`src/plc_pkg.sv`:
```
// constants and carrier types for the power-line frame codec
package plc_pkg;

	// ********************
	// frame layout
	// ********************
	localparam logic [3:0] START_PATTERN  = 4'hE;  // raw 1110, msb first on the line
	localparam int         START_BITS     = 4;
	localparam int         HOUSE_BITS     = 4;
	localparam int         KEY_BITS       = 5;
	localparam int         FRAME_LINE_BITS = 22;   // 4 raw + 9 pairs
	localparam int         BLOCK_REPEATS  = 2;
	localparam int         GAP_CROSSINGS  = 6;     // three mains cycles

	// ********************
	// timing
	// ********************
	localparam int CLK_HZ        = 20000000;
	localparam int CARRIER_HZ    = 120000;
	localparam int BURST_US      = 1000;
	localparam int BURST_CYCLES  = CLK_HZ / 1000000 * BURST_US;           // 1 ms
	localparam int CARRIER_HALF  = CLK_HZ / (2 * CARRIER_HZ);             // rounds down
	localparam int SAMPLE_US     = 500;                                   // mid-burst sample
	localparam int SAMPLE_CYCLES = CLK_HZ / 1000000 * SAMPLE_US;
	localparam int PHASE_US      = 2778;                                  // 1/6 of 60 Hz cycle
	localparam int PHASE_CYCLES  = CLK_HZ / 1000000 * PHASE_US;

	// ********************
	// function key codes, weight-sixteen bit first
	// ********************
	localparam logic [4:0] KEY_DIM    = 5'h12;  // key 01001 as d1..d16
	localparam logic [4:0] KEY_BRIGHT = 5'h1A;  // key 01011 as d1..d16

	// request to send one frame
	typedef struct packed {
		logic [3:0] house;   // house_weight_one .. eight, index 0 = weight one
		logic [4:0] key;     // key_weight_one .. key_type_suffix, index 4 = suffix
	} plc_msg_t;

	// decoded frame
	typedef struct packed {
		logic       is_command;
		logic [3:0] house;
		logic [4:0] key;
	} plc_rx_t;

endpackage : plc_pkg

```
`src/plc_frame_codec.sv`:
```
// power-line home frame encoder and decoder, one bit per zero-crossing
// Operation
// RL1 - one line bit per mains zero-crossing, for send and receive
// RL2 - one is a 1 ms 120 kHz burst, zero is no burst
// RL3 - with phase option, repeat bursts at other phases' crossings
// RL4 - frame opens with raw 1110, then house, then key
// RL5 - house letters are four weighted bits, weight one first
// RL6 - unit keys are five bits, suffix bit zero
// RL7 - function keys have suffix bit set
// RL8 - each house and key bit goes as a complementary pair
// RL9 - receiver finds frame start by raw 1110
// RL10 - suffix bit tells address from command, reported on receive
// RL11 - block is start, house pairs, key pairs, suffix pair in order
// RL12 - every block sent twice, then six empty crossings
// RL13 - address pair, gap, command pair, gap, for unit switching
// RL14 - no gap between consecutive dim or consecutive bright commands
// RL15 - unit sixteen key is 11000, caller supplies it
// RL16 - non-complementary pair discards frame and hunts again
// RL17 - busy during pair and gap; receive flag with type
`timescale 1ns/1ps
module plc_frame_codec (
	// clock and reset
	input  wire logic             CLK_IN,
	input  wire logic             RST_N_IN,
	// line front end
	input  wire logic             ZERO_CROSS_IN,
	input  wire logic             CARRIER_DET_IN,
	output logic                  CARRIER_OUT,
	// options
	input  wire logic             PHASE3_EN_IN,
	// send request
	input  wire logic             TX_VALID_IN,
	input  wire plc_pkg::plc_msg_t TX_MSG_IN,
	output logic                  TX_READY_OUT,
	output logic                  TX_BUSY_OUT,
	// receive report
	output logic                  RX_VALID_OUT,
	output plc_pkg::plc_rx_t      RX_MSG_OUT
);

	// ********************
	// input synchronisers and crossing edge
	// ********************
	logic [1:0] zc_sync;
	logic [1:0] cd_sync;
	logic       zc_last;
	logic       zc_edge;

	// two flops per pin before use
	always_ff @(posedge CLK_IN)
	begin
		if (!RST_N_IN)
		begin
			zc_sync <= 2'h0;
			cd_sync <= 2'h0;
			zc_last <= 1'b0;
		end
		else
		begin
			zc_sync <= {zc_sync[0], ZERO_CROSS_IN};
			cd_sync <= {cd_sync[0], CARRIER_DET_IN};
			zc_last <= zc_sync[1];
		end
	end

	// RL1 crossing strobe
	// detector toggles at each crossing, so both edges count
	assign zc_edge = zc_sync[1] ^ zc_last;

	// ********************
	// transmit sequencer
	// ********************
	typedef enum logic [1:0] {TX_IDLE, TX_WAIT, TX_SEND, TX_GAP} tx_state_t;
	tx_state_t  tx_state;
	logic [21:0] tx_shift;
	logic [4:0] tx_count;
	logic       tx_rep;
	logic [4:0] last_key;
	logic       tx_bit;
	logic [21:0] next_frame;
	logic       repeat_ok;

	// RL4 RL11 build raw start then pairs in order
	// RL8 complementary pairs from each bit
	// RL5 RL6 RL7 RL15 caller codes sent as given
	always_comb
	begin
		next_frame = {plc_pkg::START_PATTERN, 18'h0};
		for (int i = 0; i < 4; i++)
			next_frame[17 - 2*i -: 2] = TX_MSG_IN.house[i] ? 2'h2 : 2'h1;
		for (int i = 0; i < 5; i++)
			next_frame[9 - 2*i -: 2] = TX_MSG_IN.key[i] ? 2'h2 : 2'h1;
	end

	// RL14 same dim or bright key asked again
	// last_key holds the key of the pair now on the line
	assign repeat_ok = TX_VALID_IN && TX_MSG_IN.key == last_key
		&& (last_key == plc_pkg::KEY_DIM || last_key == plc_pkg::KEY_BRIGHT);

	assign TX_READY_OUT = (tx_state == TX_IDLE);
	// RL17 busy through pair and gap
	assign TX_BUSY_OUT  = (tx_state != TX_IDLE);

	always_ff @(posedge CLK_IN)
	begin
		if (!RST_N_IN)
		begin
			tx_state   <= TX_IDLE;
			tx_shift   <= 22'h0;
			tx_count   <= 5'h0;
			tx_rep     <= 1'b0;
			tx_bit     <= 1'b0;
			last_key   <= 5'h0;
		end
		else
		begin
			tx_bit <= 1'b0;
			unique case (tx_state)
				TX_IDLE:
				begin
					if (TX_VALID_IN)
					begin
						tx_shift <= next_frame;
						tx_count <= 5'(plc_pkg::FRAME_LINE_BITS);
						tx_rep   <= 1'b0;
						last_key <= TX_MSG_IN.key;
						tx_state <= TX_WAIT;
					end
				end
				TX_WAIT:
				begin
					// RL1 wait for crossing before first bit
					if (zc_edge)
					begin
						tx_bit   <= tx_shift[21];
						tx_shift <= {tx_shift[20:0], tx_shift[21]};
						tx_count <= tx_count - 5'h1;
						tx_state <= TX_SEND;
					end
				end
				TX_SEND:
				begin
					if (zc_edge)
					begin
						if (tx_count != 5'h0)
						begin
							tx_bit   <= tx_shift[21];
							tx_shift <= {tx_shift[20:0], tx_shift[21]};
							tx_count <= tx_count - 5'h1;
						end
						// RL12 second copy straight after the first
						else if (!tx_rep)
						begin
							tx_rep   <= 1'b1;
							tx_bit   <= tx_shift[21];
							tx_shift <= {tx_shift[20:0], tx_shift[21]};
							tx_count <= 5'(plc_pkg::FRAME_LINE_BITS - 1);
						end
						// RL14 dim after dim or bright after bright: first bit on this crossing
						else if (repeat_ok)
						begin
							tx_rep   <= 1'b0;
							tx_bit   <= next_frame[21];
							tx_shift <= {next_frame[20:0], next_frame[21]};
							tx_count <= 5'(plc_pkg::FRAME_LINE_BITS - 1);
						end
						else
						begin
							// this crossing is already the first of the six empty ones
							tx_count <= 5'(plc_pkg::GAP_CROSSINGS - 2);
							tx_state <= TX_GAP;
						end
					end
				end
				TX_GAP:
				begin
					// RL12 RL13 six empty crossings end the pair
					if (zc_edge)
					begin
						if (tx_count == 5'h0)
							tx_state <= TX_IDLE;
						else
							tx_count <= tx_count - 5'h1;
					end
				end
			endcase
		end
	end

	// ********************
	// burst generator
	// ********************
	logic [14:0] burst_timer;
	logic [16:0] phase_timer;
	logic [1:0]  phase_left;
	logic [6:0]  carrier_div;

	// RL2 1 ms burst gated 120 kHz square wave
	// RL3 optional bursts at the two other phase crossings
	always_ff @(posedge CLK_IN)
	begin
		if (!RST_N_IN)
		begin
			burst_timer <= 15'h0;
			phase_timer <= 17'h0;
			phase_left  <= 2'h0;
			carrier_div <= 7'h0;
			CARRIER_OUT <= 1'b0;
		end
		else
		begin
			if (tx_bit)
			begin
				burst_timer <= 15'(plc_pkg::BURST_CYCLES);
				phase_timer <= 17'(plc_pkg::PHASE_CYCLES);
				phase_left  <= PHASE3_EN_IN ? 2'h2 : 2'h0;
			end
			else
			begin
				if (burst_timer != 15'h0)
					burst_timer <= burst_timer - 15'h1;
				if (phase_left != 2'h0)
				begin
					if (phase_timer == 17'h0)
					begin
						burst_timer <= 15'(plc_pkg::BURST_CYCLES);
						phase_timer <= 17'(plc_pkg::PHASE_CYCLES);
						phase_left  <= phase_left - 2'h1;
					end
					else
						phase_timer <= phase_timer - 17'h1;
				end
			end
			if (burst_timer == 15'h0)
			begin
				carrier_div <= 7'h0;
				CARRIER_OUT <= 1'b0;
			end
			else if (carrier_div == 7'(plc_pkg::CARRIER_HALF - 1))
			begin
				carrier_div <= 7'h0;
				CARRIER_OUT <= ~CARRIER_OUT;
			end
			else
				carrier_div <= carrier_div + 7'h1;
		end
	end

	// ********************
	// receiver
	// ********************
	logic [14:0] samp_timer;
	logic        samp_arm;
	logic        rx_bit_stb;
	logic        rx_bit;
	logic [3:0]  hunt;
	logic        rx_in_frame;
	logic [4:0]  rx_cnt;
	logic [17:0] rx_pairs;

	// RL1 sample detector mid-slot after each crossing
	always_ff @(posedge CLK_IN)
	begin
		if (!RST_N_IN)
		begin
			samp_timer <= 15'h0;
			samp_arm   <= 1'b0;
			rx_bit_stb <= 1'b0;
			rx_bit     <= 1'b0;
		end
		else
		begin
			rx_bit_stb <= 1'b0;
			if (zc_edge)
			begin
				samp_timer <= 15'(plc_pkg::SAMPLE_CYCLES);
				samp_arm   <= 1'b1;
			end
			else if (samp_arm && samp_timer == 15'h0)
			begin
				samp_arm   <= 1'b0;
				rx_bit_stb <= 1'b1;
				rx_bit     <= cd_sync[1];
			end
			else if (samp_timer != 15'h0)
				samp_timer <= samp_timer - 15'h1;
		end
	end

	always_ff @(posedge CLK_IN)
	begin
		if (!RST_N_IN)
		begin
			hunt         <= 4'h0;
			rx_in_frame  <= 1'b0;
			rx_cnt       <= 5'h0;
			rx_pairs     <= 18'h0;
			RX_VALID_OUT <= 1'b0;
			RX_MSG_OUT   <= '0;
		end
		else
		begin
			RX_VALID_OUT <= 1'b0;
			if (rx_bit_stb)
			begin
				hunt <= {hunt[2:0], rx_bit};
				if (!rx_in_frame)
				begin
					// RL9 resync on raw start
					if ({hunt[2:0], rx_bit} == plc_pkg::START_PATTERN)
					begin
						rx_in_frame <= 1'b1;
						rx_cnt      <= 5'h0;
					end
				end
				else
				begin
					rx_pairs <= {rx_pairs[16:0], rx_bit};
					rx_cnt   <= rx_cnt + 5'h1;
					// RL16 bad pair drops the frame
					if (rx_cnt[0] && (rx_pairs[0] == rx_bit))
					begin
						rx_in_frame <= 1'b0;
						hunt        <= 4'h0;
					end
					else if (rx_cnt == 5'h11)
					begin
						rx_in_frame <= 1'b0;
						hunt        <= 4'h0;
						RX_VALID_OUT <= 1'b1;
						// RL10 suffix sets the reported type
						RX_MSG_OUT.is_command <= rx_pairs[0];
						for (int i = 0; i < 4; i++)
							RX_MSG_OUT.house[i] <= rx_pairs[16 - 2*i];
						for (int i = 0; i < 4; i++)
							RX_MSG_OUT.key[i] <= rx_pairs[8 - 2*i];
						RX_MSG_OUT.key[4] <= rx_pairs[0];
					end
				end
			end
		end
	end

	// ********************
	// checks
	// ********************
	property p_busy_start;
		@(posedge CLK_IN) disable iff (!RST_N_IN) $rose(TX_BUSY_OUT) |-> $past(TX_VALID_IN);
	endproperty
	a_busy_start: assert property (p_busy_start) else $error("busy without request"); // RL17

	property p_bit_on_crossing;
		@(posedge CLK_IN) disable iff (!RST_N_IN) tx_bit |-> $past(zc_edge);
	endproperty
	a_bit_on_crossing: assert property (p_bit_on_crossing) else $error("bit off crossing"); // RL1

	property p_burst_len;
		@(posedge CLK_IN) disable iff (!RST_N_IN)
			tx_bit |=> (burst_timer == 15'(plc_pkg::BURST_CYCLES))
			##1 (burst_timer == 15'(plc_pkg::BURST_CYCLES - 1));
	endproperty
	a_burst_len: assert property (p_burst_len) else $error("burst ended early"); // RL2

	property p_no_burst_idle;
		@(posedge CLK_IN) disable iff (!RST_N_IN)
			(tx_state == TX_IDLE && burst_timer == 15'h0) |=> !CARRIER_OUT;
	endproperty
	a_no_burst_idle: assert property (p_no_burst_idle) else $error("carrier when idle"); // RL2

	property p_frame_start;
		@(posedge CLK_IN) disable iff (!RST_N_IN)
			(tx_state == TX_WAIT && zc_edge && !tx_rep) |=> tx_bit;
	endproperty
	a_frame_start: assert property (p_frame_start) else $error("frame not opened by one"); // RL4

	property p_gap_quiet;
		@(posedge CLK_IN) disable iff (!RST_N_IN) (tx_state == TX_GAP) |-> !tx_bit;
	endproperty
	a_gap_quiet: assert property (p_gap_quiet) else $error("burst in gap"); // RL12

	property p_rx_type;
		@(posedge CLK_IN) disable iff (!RST_N_IN)
			RX_VALID_OUT |-> (RX_MSG_OUT.is_command != $past(rx_bit))
				&& (RX_MSG_OUT.key[4] != $past(rx_bit));
	endproperty
	a_rx_type: assert property (p_rx_type) else $error("type and suffix differ"); // RL10

	property p_rx_pulse;
		@(posedge CLK_IN) disable iff (!RST_N_IN) RX_VALID_OUT |=> !RX_VALID_OUT;
	endproperty
	a_rx_pulse: assert property (p_rx_pulse) else $error("receive flag too long"); // RL17

	property p_bad_pair;
		@(posedge CLK_IN) disable iff (!RST_N_IN)
			(rx_bit_stb && rx_in_frame && rx_cnt[0] && rx_pairs[0] == rx_bit)
			|=> !rx_in_frame && !RX_VALID_OUT;
	endproperty
	a_bad_pair: assert property (p_bad_pair) else $error("bad pair kept"); // RL16

	property p_repeat_direct;
		@(posedge CLK_IN) disable iff (!RST_N_IN)
			(tx_state == TX_SEND && zc_edge && tx_count == 5'h0 && tx_rep && repeat_ok)
			|=> tx_bit && tx_state == TX_SEND && !tx_rep;
	endproperty
	a_repeat_direct: assert property (p_repeat_direct) else $error("repeat not direct"); // RL14

	c_send: cover property (@(posedge CLK_IN) tx_state == TX_GAP);
	c_recv_cmd: cover property (@(posedge CLK_IN) RX_VALID_OUT && RX_MSG_OUT.is_command);
	c_recv_addr: cover property (@(posedge CLK_IN) RX_VALID_OUT && !RX_MSG_OUT.is_command);
	c_repeat: cover property (@(posedge CLK_IN) tx_state == TX_SEND && zc_edge && repeat_ok);

endmodule : plc_frame_codec

```
`config.mk`:
```
export PLATFORM = sky130hd
export DESIGN_NAME = plc_frame_codec
export DESIGN_NICKNAME = d
export VERILOG_FILES = /design/src/plc_pkg.sv /design/src/plc_frame_codec.sv
export SDC_FILE = /design/constraint.sdc
export NUM_CORES = 1
export LEC_CHECK = 0
export ABC_CLOCK_PERIOD_IN_PS = 3500
export BUFFER_PORTS_ARGS = -buffer_cell sky130_fd_sc_hd__buf_2
export CORE_MARGIN = 10
export CORE_UTILIZATION = 60
export CTS_CLUSTER_DIAMETER = 40
export DETAILED_ROUTE_END_ITERATION = 7
export PLACE_DENSITY = 0.77
export SLEW_MARGIN = 10
export SYNTH_ARGS = -nofsm -noshare
export SYNTH_HDL_FRONTEND = slang
export SYNTH_SLANG_ARGS = --single-unit
```
`constraint.sdc`:
```
create_clock -name CLK_IN -period 3.5 [get_ports CLK_IN]
set_clock_uncertainty 0.15 [all_clocks]
set_input_delay 0 -clock CLK_IN [delete_from_list [all_inputs] [get_ports CLK_IN]]
set_output_delay 0 -clock CLK_IN [all_outputs]
set_load 0.02 [all_outputs]
```
==> metrics.yaml, run 1 <==
logic_synthesis:
  synth_edf_count: 0
  synth-simple-area-share_pct: 26.2
  ys_dominant_reg_cell: "dfxtp_1"
  syn_inst: 754
  ys_warn_count: 0
  muxShareOfSynthArea_pct: 2.21
  syn-num-nets: 783
  seq_area_frac_synth_pct: 43.3
  synthDistinctLibCells: 61
  synth_fa_ha_area_share_pct: 2.76
  avgSynthCellArea_sq_um: 8.40
  synth-seq-cells: 137
  synth-compound-area-share_pct: 15.4
  netlist_area_sq_mm: 0.00634
  async_flop_share_pct: 0
  synth_xor_area_share_pct: 5.67
  synth_top_family_by_area: "simple AND/OR/NAND/NOR gates"
worst_setup_path:
  required_ps: 3820
  setup.worst_path.start_class: "flip-flop"
  reg2reg_to: "tx_shift[14]$_SDFFE_PN0P_"
  critPathBufInv: 3
  r2r_cells: 8
  criticalPathCategory: "reg2reg"
  reg2reg_from: "tx_state[0]$_SDFFE_PN0P_"
  cp_slowest_stage_delay_ps: 580
  end_kind: "flip-flop"
  critical_path.top_delay_family: "compound AO/OA/AOI/OAI gates"
  crit_cells: 8
  cpMaxStageDelayCell: "dlygate4sd3_1"
  cp_max_fo: 26
  regToRegSetupSlack_ps: 290
  cp_cell_sequence: "inv_1 -> ha_1 -> buf_4 -> or2_2 -> a211o_1 -> a21o_2 -> o41ai_2 -> dlygate4sd3_1"
  cp.arrival_ps: 3530
power_and_ir_drop:
  power_density_mw_per_mm2: 874
  peakVddDrop_mv: 0.652
  p_leak_nw: 2.77
sta:
  slew_headroom_pct: 33.1
  worst_pin_slew_ps: 1000
  post-route-min-period_ps: 3210
  fmax_mhz: 311
  timing.hold.ws_ps: 283
  fin_crit_sh_pct: 91.7
  final-hold-violation-count: 0
  tns_ps: 0
  drv_slew: 0
  worst_slack_ps: 289
  finalSetupViolCount: 0
  rsz0062_at_grt: "false"
global_routing:
  gr-total-overflow: 0
  grt_pass1_wl_mm: 24.3
  grtUsageMet3_pct: 5.42
  grt_use_total_pct: 19.6
  use_met1_pct: 24.1
  antenna_found_initial: 0
  use_met2_pct: 31.6
  grt_max_degree: 58
  grt_pass1_vias: 5307
  busiest_layer: "met2"
drt:
  via_per_inst: 5.88
  vias: 5548
  wl_per_cell_microns: 15.2
  drcViolationCount: 0
  drt_iter0_drc: 495
  ant_nets: 0
  totalWireLength_mm: 14.3
  dr.pass1.iters: 5
clocking:
  clk_pin_slew_ps: 60
  cts_root_buf: "clkbuf_8"
  cts_buffers: 17
  clock-sinks: 137
  clk_path_buf_depth: 2
  insertion_delay_ps: 530
  post_cts_buffers: 0
  cts.htree.levels: 4
  cts_tree: "done"
worst_hold_path:
  hold_depth: 5
  worstHoldStart: "TX_MSG_IN[2]"
  hp-class: "in2reg"
  hold-path-endpoint: "tx_shift[4]$_SDFFE_PN0P_"
cells_and_area:
  final_nets: 824
  final_cell_mix: "dfxtp_1, nand2_1, nor2_1"
  nFillCells: 793
  final_area_sq_mm: 0.00738
  drive_above_1_share_pct: 10.2
  diodes: 0
  seqCellArea_sq_mm: 0.00274
  multiInputGateArea_sq_mm: 0.00331
  synthToLayoutAreaGrowth_pct: 16.4
  layout_commonest_cell: "dfxtp_1"
placed_design:
  dpl_cell_area_sq_mm: 0.00649
  pre_cts_ws_ps: 657
  io_buffers: 28
  dp_hpwl_mm: 9.09
  place_congestion: 0.853
floorplanning:
  fp.dieH_microns: 123
  die_w_microns: 123
  io_pins: 29
  coreArea_sq_mm: 0.0103
  rows: 37
  die_area_sq_mm: 0.0151
  start_util_pct: 61.4
run:
  max_cap_viol_count: 0
outcome:
  outcome: "finished, final reports clean"
synthesized netlist by cell type (4+ instances only):
| master | instances | share of area, % |
|---|---|---|
| and3_1 | 4 | 0.39 |
| nor3_1 | 31 | 2.4 |
| nor2b_1 | 9 | 0.89 |
| nor2_1 | 89 | 5.3 |
| nand3_1 | 25 | 2.0 |
| or4_1 | 6 | 0.71 |
| or3_1 | 5 | 0.49 |
| a31oi_1 | 6 | 0.59 |
| xor2_1 | 19 | 2.6 |
| o211ai_1 | 5 | 0.59 |
| a221oi_1 | 9 | 1.2 |
| mux2i_1 | 14 | 2.2 |
| and2_1 | 7 | 0.69 |
| a21oi_1 | 60 | 4.7 |
| o21ai_0 | 22 | 1.7 |
| nand2_1 | 93 | 5.5 |
| dfxtp_1 | 137 | 43 |
| nor3_2 | 4 | 0.63 |
| o31ai_1 | 5 | 0.59 |
| inv_1 | 20 | 1.2 |
| o2111ai_1 | 4 | 0.55 |
| nor4b_1 | 4 | 0.55 |
| nand4b_1 | 4 | 0.55 |
| nor3b_1 | 4 | 0.47 |
| xnor2_1 | 22 | 3.0 |
| nand4_1 | 11 | 1.1 |
| nand3b_1 | 9 | 1.1 |
| buf_1 | 5 | 0.30 |
| clkbuf_1 | 30 | 1.8 |
| ha_1 | 14 | 2.8 |
| nor4_1 | 13 | 1.3 |
| a211oi_1 | 7 | 0.83 |
| nand2b_1 | 9 | 0.89 |
worst reg2reg max path, cell delays in order, from the launching register on:
cell and delay (ps):
dfxtp_1 420, inv_1 100, ha_1 200, buf_4 180
or2_2 370, a211o_1 390, a21o_2 410, o41ai_2 370
dlygate4sd3_1 580
metrics by stage:
| stage | cells | power [W] | utilization (%) |
|---|---|---|---|
| after floorplan | 754 | 0.00418 | - |
| after global placement | 881 | 0.00446 | 62.9 |
| after detailed placement | 881 | 0.00458 | 62.9 |
| after CTS | 943 | 0.00641 | 71.5 |
| after global routing | 943 | 0.00687 | 71.5 |
| final | 943 | 0.00645 | 71.5 |
state kept, by name, indices dropped and copies added (netlist names), 3 cells and up:
register	cells
RX_MSG_OUT	9
burst_timer	15
carrier_div	7
hunt	3
last_key	5
phase_timer	17
rx_cnt	5
rx_pairs	17
samp_timer	15
tx_count	5
tx_shift	22
how the worst max path moves through the flow:
| stage | from | endpoint |
|---|---|---|
| floorplan | tx_state[1]$_SDFFE_PN0P_ | tx_shift[3]$_SDFFE_PN0P_ |
| global placement | tx_state[0]$_SDFFE_PN0P_ | tx_shift[13]$_SDFFE_PN0P_ |
| detailed placement | tx_state[0]$_SDFFE_PN0P_ | tx_shift[15]$_SDFFE_PN0P_ |
| CTS | tx_state[0]$_SDFFE_PN0P_ | tx_shift[14]$_SDFFE_PN0P_ |
| global route | tx_state[0]$_SDFFE_PN0P_ | tx_shift[14]$_SDFFE_PN0P_ |
| finish | tx_state[0]$_SDFFE_PN0P_ | tx_shift[14]$_SDFFE_PN0P_ |
power by group:
part	internal (W)	total [W]	switching, W	leakage, nW
clock network	0.00107	0.00174	0.000671	0.276
registers	0.00191	0.00221	0.000300	1.12
logic	0.00100	0.00250	0.00150	1.37
total	0.00398	0.00645	0.00247	2.77
cell families (layout without fill, tap and decap cells):
| logic type | Yosys count | after routing |
|---|---|---|
| simple gates | 336 | 336 |
| compound gates | 148 | 148 |
| flops | 137 | 137 |
| buf+inv | 64 | 117 |
| xor+xnor | 41 | 41 |
| fa+ha+maj | 14 | 14 |
| mux | 14 | 14 |
per-layer routing:
metal  vias to the layer above  wire (microns)
met2                       149            6960
met4                         0             301
li1                       2750               -
met5                         -               0
met3                        35             680
met1                      2614            6380
layout make-up:
class / count / area share, %
Clock inverter: 10 / 1.61
Sequential cell: 137 / 37.2
Inverter: 21 / 1.07
Multi-Input combinational cell: 553 / 44.9
Clock buffer: 21 / 6.22
Tap cell: 136 / 2.31
Timing Repair Buffer: 65 / 6.72
repair_timing:
item                                   CTS  global route
gates resized for setup                  0             1
hold buffers                            31             0
setup endpoints to repair                0             2
endpoints found under the hold margin   47             0
No activity file was read; power rests on OpenSTA's default activity.
==> run 2: changes to the inputs <==
--- a/config.mk
+++ b/config.mk
@@ -8,10 +8,10 @@
 export ABC_CLOCK_PERIOD_IN_PS = 3500
 export BUFFER_PORTS_ARGS = -buffer_cell sky130_fd_sc_hd__buf_2
 export CORE_MARGIN = 10
-export CORE_UTILIZATION = 60
+export CORE_UTILIZATION = 25
 export CTS_CLUSTER_DIAMETER = 40
 export DETAILED_ROUTE_END_ITERATION = 7
-export PLACE_DENSITY = 0.77
+export PLACE_DENSITY = 0.38
 export SLEW_MARGIN = 10
 export SYNTH_ARGS = -nofsm -noshare
 export SYNTH_HDL_FRONTEND = slang
==> metrics.yaml, run 2 (synthesis gave the netlist of run 1 again) <==
global_routing:
  grt_max_degree: 43  # -26%
  antenna_found_initial: 0  # unchanged
  gr-total-overflow: 0  # unchanged
  grt_pass1_vias: 5313  # +0.11%
  grt_use_total_pct: 10.3  # -9.2 points
  grt_pass1_wl_mm: 27.0  # +11%
drt:
  totalWireLength_mm: 15.8  # +10%
  via_per_inst: 4.81  # -18%
  vias: 5471  # -1.4%
  dr.pass1.iters: 4  # -1
  drt_iter0_drc: 235  # -53%
  drcViolationCount: 0  # unchanged
  wl_per_cell_microns: 13.9  # -8.5%
  ant_nets: 0  # unchanged
floorplanning:
  coreArea_sq_mm: 0.0250  # +140%
  rows: 58  # +57%
  fp.dieH_microns: 179  # +46%
  die_area_sq_mm: 0.0321  # +110%
  die_w_microns: 179  # +46%
  start_util_pct: 25.3  # -36 points
  io_pins: 29  # unchanged
outcome:
  outcome: "finished, final reports clean"
cells_and_area:
  seqCellArea_sq_mm: 0.00274  # unchanged
  synthToLayoutAreaGrowth_pct: 20.6
  nFillCells: 2646  # +230%
  largest_reg_flops: 22  # unchanged
  final_nets: 824  # unchanged
  regMostFlops: "tx_shift"
  final_cell_mix: "dfxtp_1, nand2_1, nor2_1"
  layout_commonest_cell: "dfxtp_1"
  largestRegisters: "tx_shift (22), phase_timer (17), rx_pairs (17)"
  drive_above_1_share_pct: 10.6  # +0.48 points
  utilization_pct: 30.5  # -41 points
  multiInputGateArea_sq_mm: 0.00331  # unchanged
  diodes: 0  # unchanged
worst_hold_path:
  hp-class: "in2reg"
placed_design:
  place_congestion: 0.739  # -13%
  io_buffers: 28  # unchanged
  dp_hpwl_mm: 10.5  # +16%
sta:
  final-hold-violation-count: 0  # unchanged
  rsz0062_at_grt: "false"
  fmax_mhz: 306  # -1.9%
  fin_crit_sh_pct: 93.5  # +1.8 points
  tns_ps: 0  # unchanged
  worst_pin_slew_ps: 922  # -80.5 ps
  drv_slew: 0  # unchanged
  timing.hold.ws_ps: 197  # -86.6 ps
  slew_headroom_pct: 38.4  # +5.3 points
  post-route-min-period_ps: 3270  # +62.5 ps
  finalSetupViolCount: 0  # unchanged
clocking:
  insertion_delay_ps: 420  # -110 ps
  cts_buffers: 17  # unchanged
  cts_tree: "done"
  cts_root_buf: "clkbuf_16"
  clock-sinks: 137  # unchanged
  cts.htree.levels: 4  # unchanged
  clk_pin_slew_ps: 70  # about the same
  post_cts_buffers: 0  # unchanged
  clk_path_buf_depth: 2  # unchanged
power_and_ir_drop:
  power_density_mw_per_mm2: 857  # -1.9%
  finalPower_w: 0.00655  # +1.6%
  p_leak_nw: 2.78  # +0.44%
  peakVddDrop_mv: 0.264  # -59%
worst_setup_path:
  end_kind: "flip-flop"
  setup.worst_path.start_class: "flip-flop"
  criticalPathCategory: "reg2reg"
  cp.arrival_ps: 3480  # -50 ps
  cp_max_fo: 26  # unchanged
  required_ps: 3710  # -110 ps
run:
  max_cap_viol_count: 0  # unchanged
## run 2: changes by cell type in the layout (fill, tap and decap cells not counted), sizes merged
cell / change
buf: +3
clkinvlp: -2
clkinv: +1
clkbuf: -2
inv: +4
dlygate4sd3: -3
## run 2: final cells by class
type / instances / area share, %
clock buffers: 19 / 5.80
clock inverters: 13 / 2.10
inverters: 21 / 1.03
multi-input cells: 553 / 43.4
flip-flops and latches: 137 / 35.9
well taps: 330 / 5.41
repair buffers: 65 / 6.39
## run 2: path summary, 6_finish.rpt
check	startpoint	end	slack, ps	depth (start not counted)
worst max register to register	tx_state[0]$_SDFFE_PN0P_	tx_shift[12]$_SDFFE_PN0P_	230	7
worst min-delay path	ZERO_CROSS_IN	zc_sync[0]$_SDFF_PN0_	200	3
worst min register to register	cd_sync[0]$_SDFF_PN0_	cd_sync[1]$_SDFF_PN0_	290	1
worst max-delay path	tx_state[0]$_SDFFE_PN0P_	tx_shift[12]$_SDFFE_PN0P_	230	7
## run 2: metrics by stage
| stage | instances | setup WS (ps) | area, sq um |
|---|---|---|---|
| floorplan | 754 | 1020 | 6340 |
| global placement | 1078 | 661 | 6750 |
| detailed placement | 1078 | 548 | 6750 |
| CTS | 1138 | 33.5 | 7640 |
| global route | 1138 | 30.4 | 7640 |
| finish | 1138 | 227 | 7640 |
## run 2: metal layers
metal,global-route usage [%],vias up,part of all wire [%]
li1,-,2745,-
met1,12.6,2651,47
met2,17.4,62,49
met3,2.38,13,2.7
met4,3.62,0,1.3
met5,0,-,0
## run 2: power by group
group / switching [W] / total [W] / internal (W) / leakage [nW]
clock: 0.000747 / 0.00184 / 0.00109 / 0.293
sequential: 0.000291 / 0.00220 / 0.00191 / 1.12
combinational: 0.00151 / 0.00251 / 0.00100 / 1.37
## run 2: timing repair
item / CTS / global route
setup endpoints to repair: 0 / 1
gates resized for setup: 0 / 1
endpoints found under the hold margin: 29 / 0
hold buffers: 28 / 0
## run 2: worst max-delay path, cell delays in order (launching register included)
cell and delay (ps):
dfxtp_1 400, inv_1 90, ha_1 380, or2_2 430, a211o_1 390, a21o_2 420, o41ai_2 360, dlygate4sd3_1 580
